<file path="src/shared/epc_consts.svh">
// Constants for the encoder position counter: parameter numbers, fields, resets.
// Assumes inclusion by bare name from the package and design files.
`ifndef EPC_CONSTS_SVH
`define EPC_CONSTS_SVH

`define EPC_AP_USTEP   8'h8c
`define EPC_AP_POS     8'hd1
`define EPC_AP_SET     8'hd2
`define EPC_AP_MAXDEV  8'hd4
`define EPC_AP_ABS     8'hd7
`define EPC_GP_SRC     8'h4a

`define EPC_FRAC_W     9
`define EPC_MAG_PMASK  32'hfffffff0
`define EPC_QUAD_PMASK 32'hffffffe0

`define EPC_B_REV      0
`define EPC_B_MAGCLR   2
`define EPC_B_APOL     0
`define EPC_B_BPOL     1
`define EPC_B_QCLR     3
`define EPC_B_NPOL     4

`define EPC_SET_RST    32'h00019000
`define EPC_USTEP_RST  4'h8
`define EPC_USTEP_MAX  4'h8
`define EPC_USRES_RST  9'h100

`endif

</file>
<file path="src/shared/epc_pkg.sv">
// Types for the encoder position counter.
// Assumes the constants header is on the include path.
package epc_pkg;
  `include "epc_consts.svh"

  typedef enum logic {
    EPC_SRC_MAG,
    EPC_SRC_QUAD
  } epc_src_t;

  typedef struct packed {
    logic [2:0] s1;
    logic [2:0] s2;
    logic [1:0] prev;
    logic       en;
    logic       up;
  } epc_quad_st_t;

  typedef struct packed {
    logic [7:0]        ang_s1;
    logic [7:0]        ang_s2;
    logic [7:0]        ang_prev;
    logic signed [31:0] pos;
    logic [8:0]        frac;
    logic [31:0]       settings;
    logic [31:0]       maxdev;
    epc_src_t          src;
    logic [3:0]        ustep;
    logic [8:0]        usres;
    logic              null_prev;
    logic              stop;
    logic              rsp_valid;
    logic              rsp_err;
    logic [31:0]       rsp_value;
  } epc_top_st_t;
endpackage

</file>
<file path="src/shared/epc_quad_if.sv">
// Carrier between the quadrature front end and the counter core.
// Assumes both ends share one clock.
`timescale 1ns/1ps
interface epc_quad_if;
  logic a;
  logic b;
  logic n;
  logic cnt_en;
  logic cnt_up;
  modport drv (output a, output b, output n, output cnt_en, output cnt_up);
  modport mon (input a, input b, input n, input cnt_en, input cnt_up);
endinterface

</file>
<file path="src/hw/epc_quad.sv">
// Quadrature front end: synchronises A, B, null and decodes x4 counts.
// Assumes encoder pins are asynchronous to i_clk_sys.
`timescale 1ns/1ps
module epc_quad (
  input  wire logic i_clk_sys,
  input  wire logic i_sys_rst,
  input  wire logic i_enc_a,
  input  wire logic i_enc_b,
  input  wire logic i_enc_n,
  epc_quad_if.drv   q
);
  import epc_pkg::*;

  epc_quad_st_t r;
  epc_quad_st_t r_nxt;

  ////////////////////////////////////////////////////////////////////////////
  // Decode
  always_comb begin
    r_nxt      = r;
    r_nxt.s1   = {i_enc_a, i_enc_b, i_enc_n};
    r_nxt.s2   = r.s1;
    r_nxt.prev = r.s2[2:1];
    r_nxt.en   = (r.s2[2] ^ r.prev[1]) ^ (r.s2[1] ^ r.prev[0]);
    r_nxt.up   = ~(r.prev[1] ^ r.s2[1]);
  end

  always_ff @(posedge i_clk_sys or posedge i_sys_rst) begin
    if (i_sys_rst) begin
      r <= '0;
    end else begin
      r <= r_nxt;
    end
  end

  assign q.a      = r.s2[2];
  assign q.b      = r.s2[1];
  assign q.n      = r.s2[0];
  assign q.cnt_en = r.en;
  assign q.cnt_up = r.up;
endmodule

</file>
<file path="src/hw/epc_top.sv">
// Encoder position counter core with axis-parameter command port.
// Assumes commands and motor position come from logic on i_clk_sys.
//
// Overview of operation
// - Source select 0 picks magnetic encoder (reset), 1 picks external quadrature.
// - Only the selected source ever changes the position counter.
// - Magnetic encoder angle has 256 steps per shaft turn.
// - Position counter is readable and writable with any signed 32-bit value.
// - Absolute single-turn angle reads 0 to 255 regardless of prescaler.
// - Motor stop when deviation exceeds maximum; maximum 0 disables.
// - Prescaler equals settings value with low 4 (magnetic) or 5 (quadrature) bits cleared, divided by 512.
// - Each encoder count adds prescaler to the microstep-aligned position.
// - Magnetic mode value 4 clears position on each zero crossing.
// - Magnetic mode value 1 reverses counting, combinable with clear on zero crossing.
// - Settings bits 0 and 1 give A and B levels at null.
// - Value 8 clears the counter at the next null event.
// - Settings bit 4 gives the null channel level for clearing.
// - Quadrature decode yields four counts per encoder line.
// - Microstep resolution is two to the setting, setting 0 to 8.
`timescale 1ns/1ps
`include "epc_consts.svh"
module epc_top (
  input  wire logic              i_clk_sys,
  input  wire logic              i_sys_rst,
  input  wire logic [7:0]        i_mag_angle,
  input  wire logic              i_enc_a,
  input  wire logic              i_enc_b,
  input  wire logic              i_enc_n,
  input  wire logic [31:0]       i_motor_pos,
  input  wire logic              i_cmd_valid,
  input  wire logic              i_cmd_write,
  input  wire logic              i_cmd_global,
  input  wire logic [7:0]        i_cmd_param,
  input  wire logic [31:0]       i_cmd_value,
  output logic                   o_rsp_valid,
  output logic                   o_rsp_err,
  output logic [31:0]            o_rsp_value,
  output logic [31:0]            o_enc_pos,
  output logic [7:0]             o_abs_angle,
  output logic                   o_motor_stop,
  output logic [8:0]             o_ustep_res,
  output epc_pkg::epc_src_t      o_enc_src
);
  import epc_pkg::*;

  epc_top_st_t        r;
  epc_top_st_t        r_nxt;
  epc_quad_if         u_qif ();
  logic [31:0]        mpm;
  logic [31:0]        qpm;
  logic [7:0]         d8;
  logic [8:0]         d9;
  logic [9:0]         wsum;
  logic               wrap;
  logic               ncond;
  logic               nev;
  logic signed [41:0] inc;
  logic [40:0]        acc;
  logic [32:0]        diff;
  logic [32:0]        adiff;
  logic               dev_over;
  logic               wr;

  epc_quad u_quad (
    .i_clk_sys (i_clk_sys),
    .i_sys_rst (i_sys_rst),
    .i_enc_a   (i_enc_a),
    .i_enc_b   (i_enc_b),
    .i_enc_n   (i_enc_n),
    .q         (u_qif.drv)
  );

  ////////////////////////////////////////////////////////////////////////////
  // Counting, clearing, deviation and command handling
  always_comb begin
    r_nxt    = r;
    wr       = i_cmd_valid && i_cmd_write;
    mpm      = r.settings & `EPC_MAG_PMASK;
    qpm      = r.settings & `EPC_QUAD_PMASK;
    d8       = r.ang_s2 - r.ang_prev;
    d9       = {d8[7], d8};
    if (r.settings[`EPC_B_REV]) begin
      d9 = 9'h0 - d9;
    end
    wsum     = {2'b00, r.ang_prev} + {{2{d8[7]}}, d8};
    wrap     = (wsum[9:8] != 2'b00);
    ncond    = (u_qif.n == r.settings[`EPC_B_NPOL]) &&
               (u_qif.a == r.settings[`EPC_B_APOL]) &&
               (u_qif.b == r.settings[`EPC_B_BPOL]);
    nev      = ncond && !r.null_prev;
    inc      = 42'h0;
    if (r.src == EPC_SRC_MAG) begin
      inc = $signed({{33{d9[8]}}, d9}) * $signed({10'h0, mpm});
    end else if (u_qif.cnt_en) begin
      inc = u_qif.cnt_up ? $signed({10'h0, qpm}) : $signed(42'h0 - {10'h0, qpm});
    end
    acc      = {r.pos, r.frac} + inc[40:0];

    r_nxt.ang_s1    = i_mag_angle;
    r_nxt.ang_s2    = r.ang_s1;
    r_nxt.ang_prev  = r.ang_s2;
    r_nxt.null_prev = ncond;
    r_nxt.pos       = $signed(acc[40:`EPC_FRAC_W]);
    r_nxt.frac      = acc[`EPC_FRAC_W-1:0];
    if (r.src == EPC_SRC_MAG && r.settings[`EPC_B_MAGCLR] && wrap) begin
      r_nxt.pos  = 32'sh0;
      r_nxt.frac = 9'h0;
    end
    if (r.src == EPC_SRC_QUAD && r.settings[`EPC_B_QCLR] && nev) begin
      r_nxt.pos                   = 32'sh0;
      r_nxt.frac                  = 9'h0;
      r_nxt.settings[`EPC_B_QCLR] = 1'b0;
    end

    diff     = {r.pos[31], r.pos} - {i_motor_pos[31], i_motor_pos};
    adiff    = diff[32] ? 33'h0 - diff : diff;
    dev_over = (r.maxdev != 32'h0) && (adiff > {1'b0, r.maxdev});
    r_nxt.stop = dev_over;

    r_nxt.rsp_valid = i_cmd_valid;
    r_nxt.rsp_err   = 1'b0;
    r_nxt.rsp_value = 32'h0;
    if (i_cmd_valid && i_cmd_global) begin
      if (i_cmd_param != `EPC_GP_SRC || (wr && i_cmd_value[31:1] != 31'h0)) begin
        r_nxt.rsp_err = 1'b1;
      end else if (wr) begin
        r_nxt.src = epc_src_t'(i_cmd_value[0]);
      end else begin
        r_nxt.rsp_value = {31'h0, r.src};
      end
    end else if (i_cmd_valid) begin
      case (i_cmd_param)
        `EPC_AP_POS: begin
          r_nxt.rsp_value = r.pos;
          if (wr) begin
            r_nxt.pos  = $signed(i_cmd_value);
            r_nxt.frac = 9'h0;
          end
        end
        `EPC_AP_SET: begin
          r_nxt.rsp_value = r.settings;
          if (wr) begin
            r_nxt.settings = i_cmd_value;
          end
        end
        `EPC_AP_MAXDEV: begin
          r_nxt.rsp_value = r.maxdev;
          if (wr) begin
            r_nxt.maxdev = i_cmd_value;
          end
        end
        `EPC_AP_ABS: begin
          r_nxt.rsp_value = {24'h0, r.ang_s2};
          r_nxt.rsp_err   = wr;
        end
        `EPC_AP_USTEP: begin
          r_nxt.rsp_value = {28'h0, r.ustep};
          if (wr && i_cmd_value > {28'h0, `EPC_USTEP_MAX}) begin
            r_nxt.rsp_err = 1'b1;
          end else if (wr) begin
            r_nxt.ustep = i_cmd_value[3:0];
          end
        end
        default: begin
          r_nxt.rsp_err = 1'b1;
        end
      endcase
    end
    r_nxt.usres = 9'h1 << r_nxt.ustep;
  end

  always_ff @(posedge i_clk_sys or posedge i_sys_rst) begin
    if (i_sys_rst) begin
      r          <= '0;
      r.settings <= `EPC_SET_RST;
      r.ustep    <= `EPC_USTEP_RST;
      r.usres    <= `EPC_USRES_RST;
    end else begin
      r <= r_nxt;
    end
  end

  assign o_rsp_valid  = r.rsp_valid;
  assign o_rsp_err    = r.rsp_err;
  assign o_rsp_value  = r.rsp_value;
  assign o_enc_pos    = r.pos;
  assign o_abs_angle  = r.ang_s2;
  assign o_motor_stop = r.stop;
  assign o_ustep_res  = r.usres;
  assign o_enc_src    = r.src;
endmodule

</file>
<file path="config.mk">
export PLATFORM = sky130hd
export DESIGN_NAME = epc_top
export DESIGN_NICKNAME = d
export VERILOG_FILES = /design/src/shared/epc_pkg.sv /design/src/shared/epc_quad_if.sv /design/src/hw/epc_quad.sv /design/src/hw/epc_top.sv
export VERILOG_INCLUDE_DIRS = /design/src /design/src/shared
export SDC_FILE = /design/constraint.sdc
export NUM_CORES = 1
export LEC_CHECK = 0
export ABC_CLOCK_PERIOD_IN_PS = 13300
export BUFFER_PORTS_ARGS = -buffer_cell sky130_fd_sc_hd__buf_2
export CORE_ASPECT_RATIO = 1.2
export CORE_MARGIN = 8
export CORE_UTILIZATION = 31
export CTS_BUF_LIST = sky130_fd_sc_hd__clkbuf_16
export DETAILED_ROUTE_END_ITERATION = 12
export PLACE_DENSITY = 0.56
export REMOVE_ABC_BUFFERS = 1
export SLEW_MARGIN = 25
export SYNTH_ARGS = -nofsm -noshare
export SYNTH_HDL_FRONTEND = slang
export SYNTH_SLANG_ARGS = --single-unit
export TNS_END_PERCENT = 30
</file>
<file path="constraint.sdc">
create_clock -name i_clk_sys -period 13.3 [get_ports i_clk_sys]
set_input_delay 1.33 -clock i_clk_sys [delete_from_list [all_inputs] [get_ports i_clk_sys]]
set_output_delay 1.33 -clock i_clk_sys [all_outputs]
set_load 0.03 [all_outputs]
</file>
==> flow_results.xml <==
<?xml version="1.0" encoding="UTF-8"?>
<metrics>
  <group name="pwr">
    <metric name="p_leak" unit="nW">11.75</metric>
    <metric name="vdd_ir_drop_max" unit="µV">121.7</metric>
    <metric name="power.density" unit="nW/µm²">173.1</metric>
    <metric name="post-layout-total-power" unit="mW">4.208</metric>
  </group>
  <group name="timing">
    <metric name="final_max_slew_viol_count" unit="">0</metric>
    <metric name="number_of_hold_slack_violations_in_the_final_timing_report" unit="">0</metric>
    <metric name="layout_min_cycle_time" unit="ns">11.03</metric>
    <metric name="max_freq" unit="GHz">0.09066</metric>
    <metric name="maxSlewHeadroom" unit="%">22.06</metric>
    <metric name="max_slew.worst_pin.slew" unit="ns">1.158</metric>
    <metric name="final_min_period_over_clock_period" unit="%">82.94</metric>
    <metric name="hold_ws" unit="ns">0.3512</metric>
    <metric name="grt_setup_unrepaired" unit="">no</metric>
    <metric name="clock-skew-final" unit="ns">0.01856</metric>
    <metric name="fin_setup_tns" unit="ns">0</metric>
    <metric name="setup_ws" unit="ns">2.270</metric>
    <metric name="setup_violations" unit="">0</metric>
  </group>
  <group name="grt">
    <metric name="number_of_global_route_vias_before_repair" unit="">19120</metric>
    <metric name="grt_pass1_wl" unit="µm">110600</metric>
    <metric name="antenna_found_initial" unit="">9</metric>
    <metric name="gr-total-overflow" unit="">0</metric>
    <metric name="groute.usage.overall" unit="%">17.26</metric>
    <metric name="grt_max_degree" unit="">113</metric>
  </group>
  <group name="drt">
    <metric name="remaining_drc_errors" unit="">0</metric>
    <metric name="drt_first_pass_iters" unit="">7</metric>
    <metric name="viasPerCell" unit="">5.185</metric>
    <metric name="routed_wirelength" unit="µm">69700</metric>
    <metric name="wire_per_inst" unit="µm">19.80</metric>
    <metric name="drt_iter0_markers" unit="">1058</metric>
    <metric name="vias" unit="">18250</metric>
    <metric name="ant_nets" unit="">0</metric>
  </group>
  <group name="synth">
    <metric name="synthesis.yosys.warnings" unit="">0</metric>
    <metric name="synth.distinct_cells" unit="">87</metric>
    <metric name="post_synth.cell_area_avg" unit="µm²">8.789</metric>
    <metric name="async_flop_share" unit="%">100.0</metric>
    <metric name="synth_area_leaders" unit="">sky130_fd_sc_hd__dfrtp_1 (20%), sky130_fd_sc_hd__fa_1 (17%), sky130_fd_sc_hd__ha_1 (12%), sky130_fd_sc_hd__inv_1 (4.5%), sky130_fd_sc_hd__xnor2_1 (3.9%)</metric>
    <metric name="seq_area_frac_synth" unit="%">20.66</metric>
    <metric name="netlist_area" unit="µm²">22440</metric>
    <metric name="netlist_instances" unit="">2553</metric>
    <metric name="ys_seq_elements" unit="">185</metric>
    <metric name="synth.top_cell.area_share" unit="%">20.07</metric>
    <metric name="post-synth-top-area-cell" unit="">sky130_fd_sc_hd__dfrtp_1</metric>
    <metric name="synth_flop_cell" unit="">sky130_fd_sc_hd__dfrtp_1</metric>
    <metric name="synth_enable_flop_cells" unit="">0</metric>
  </group>
  <group name="run_status">
    <metric name="run_status" unit="">finished, final reports clean</metric>
  </group>
  <group name="floorplanning">
    <metric name="floorplan.initialDensity" unit="%">31.15</metric>
    <metric name="boundaryPins" unit="">173</metric>
    <metric name="placement_rows" unit="">108</metric>
    <metric name="placeableCoreArea" unit="µm²">72020</metric>
    <metric name="design.die.area" unit="µm²">81280</metric>
    <metric name="die_width" unit="µm">261.6</metric>
    <metric name="floorplan.die.height" unit="µm">310.7</metric>
  </group>
  <group name="final_layout">
    <metric name="seq_area" unit="µm²">4636</metric>
    <metric name="area_growth_syn_to_layout" unit="%">8.320</metric>
    <metric name="multiInputGateArea" unit="µm²">15890</metric>
    <metric name="fillCellCount" unit="">7568</metric>
    <metric name="final_cell_area" unit="µm²">24300</metric>
    <metric name="most-common-layout-cells" unit="">sky130_fd_sc_hd__inv_1 (268), sky130_fd_sc_hd__ha_1 (210), sky130_fd_sc_hd__nand2_1 (189)</metric>
    <metric name="nets" unit="">3051</metric>
    <metric name="mostFrequentLayoutCell" unit="">sky130_fd_sc_hd__inv_1</metric>
    <metric name="final_layout_size_suffix_gt1_share" unit="%">11.82</metric>
    <metric name="post_layout_instance_count_excluding_filler_cells" unit="">3520</metric>
    <metric name="final_core_utilization" unit="%">33.75</metric>
  </group>
  <group name="setup_path">
    <metric name="critPathKind" unit="">reg -&gt; reg</metric>
    <metric name="max_stage_delay" unit="ns">0.78</metric>
    <metric name="critical_path.top_delay_family" unit="">adder cells</metric>
    <metric name="type_of_element_launching_the_critical_path" unit="">flop</metric>
    <metric name="crit_path_slowest_cell" unit="">sky130_fd_sc_hd__xor2_4</metric>
    <metric name="crit_fanout" unit="">28</metric>
    <metric name="critPathRequiredTime" unit="ns">13.64</metric>
    <metric name="critPathArrivalTime" unit="ns">11.37</metric>
    <metric name="setup.worst_path.end_class" unit="">flop</metric>
    <metric name="crit_buf_inv" unit="">6</metric>
  </group>
  <group name="place">
    <metric name="io_buffers" unit="">172</metric>
    <metric name="detailed_place.area" unit="µm²">23680</metric>
    <metric name="finalWeightedCongestion" unit="">0.9070</metric>
    <metric name="place.detailed.instances" unit="">3483</metric>
    <metric name="post-dp-hpwl" unit="µm">55450</metric>
    <metric name="preCtsSetupSlack" unit="ns">2.316</metric>
  </group>
  <group name="cts">
    <metric name="clock_insertion_delay_worst_skew" unit="ns">0.46</metric>
    <metric name="numCtsBuffers" unit="">17</metric>
    <metric name="clock_tree.root_cell" unit="">sky130_fd_sc_hd__clkbuf_16</metric>
    <metric name="clock_transition_at_path_regs" unit="ns">0.08</metric>
    <metric name="h-tree-depth" unit="">4</metric>
    <metric name="cts_tree" unit="">yes</metric>
    <metric name="clock_sink_count" unit="">185</metric>
    <metric name="post_cts_buffers" unit="">0</metric>
    <metric name="cts_hold_repair.buffers" unit="">0</metric>
    <metric name="resize_count_post_cts" unit="">0</metric>
    <metric name="max-clock-path-buffers" unit="">2</metric>
  </group>
  <group name="min_path">
    <metric name="min-delay-path-class" unit="">reg -&gt; reg</metric>
  </group>
  <group name="run">
    <metric name="max-cap-violations" unit="">0</metric>
  </group>
</metrics>
[flip-flops by register name, indices dropped and copies added (netlist names), 5 cells and up]
signal / cells
r: 62
o_enc_pos: 32
o_rsp_value: 32
mpm: 28
o_ustep_res: 9
o_abs_angle: 8
u_quad.r: 5
[cells by family (layout without fill, tap and decap cells)]
logic type | count (synthesis) | count (layout) | share of synthesized area [%]
other | 0 | 5 | 0
flip-flops | 185 | 185 | 20.66
XOR/XNOR | 147 | 147 | 5.738
AND/OR/NAND/NOR | 765 | 765 | 17.38
buffers and inverters | 462 | 489 | 9.089
AO/OA/AOI/OAI | 565 | 565 | 17.19
adder cells (fa/ha/maj) | 397 | 397 | 28.35
multiplexers | 32 | 32 | 1.595
[cells in the mapped netlist, drive strengths merged, types with 16 or more instances]
master / count
xnor2: 100
or3: 22
a31oi: 19
inv: 269
nor4: 28
clkbuf: 109
ha: 210
o21ai: 121
mux2: 30
dfrtp: 180
o22ai: 21
a21o: 48
or2: 16
nor3: 49
buf: 84
a222oi: 32
a22o: 29
nor2: 163
nand2: 189
a21oi: 122
nand4: 18
fa: 186
nor2b: 61
nand2b: 50
and2: 90
o21a: 24
nand3: 33
xor2: 47
[final timing paths]
check,startpoint,end,slack [ns],cells past startpoint
setup reg to reg,o_abs_angle[0]$_DFF_PP0_,o_enc_pos[30]$_DFF_PP0_,2.27,40
max in group asynchronous,i_sys_rst,o_rsp_value[30]$_DFF_PP0_,11.03,3
min in group asynchronous,i_sys_rst,o_rsp_value[0]$_DFF_PP0_,1.00,2
hold / removal,r[178]$_DFF_PP0_,o_abs_angle[7]$_DFF_PP0_,0.35,0
hold reg to reg,r[178]$_DFF_PP0_,o_abs_angle[7]$_DFF_PP0_,0.35,0
setup / recovery,o_abs_angle[0]$_DFF_PP0_,o_enc_pos[30]$_DFF_PP0_,2.27,40
[routing by layer]
metal / wire length (µm) / vias to the layer above / global-route usage, %
met4: 2671 / 6 / 6.753
met1: 28950 / 9059 / 20.78
met5: 37 / - / 0
met2: 35880 / 384 / 31.15
li1: - / 8698 / -
met3: 2151 / 103 / 1.654
[where the power goes]
part	total [mW]	switching, mW	internal, mW
sequential	0.774	0.137	0.636
clock	0.526	0.257	0.269
combinational	2.91	1.71	1.19
total	4.21	2.11	2.10
[worst reg2reg max path, delay by kind of cell, from the launching register on]
kind,cells,cell delay [ns]
xor gates and xnor gates,4,1.69
buffers and inverters,6,0.36
adders and majority gates,9,3.85
AOI/OAI and AO/OA,16,3.76
and+or+nand+nor,5,0.83
DFF,1,0.43
[area by class of cell]
cell class	instances	area share, %
multi-input combinational	1906	65.36
sequential	185	19.07
tap	935	4.813
inverter	269	4.185
timing repair buffer	188	4.051
clock buffer	17	1.750
clock inverter	15	0.7156
antenna	5	0.05148
No activity file was read; power rests on OpenSTA's default activity.
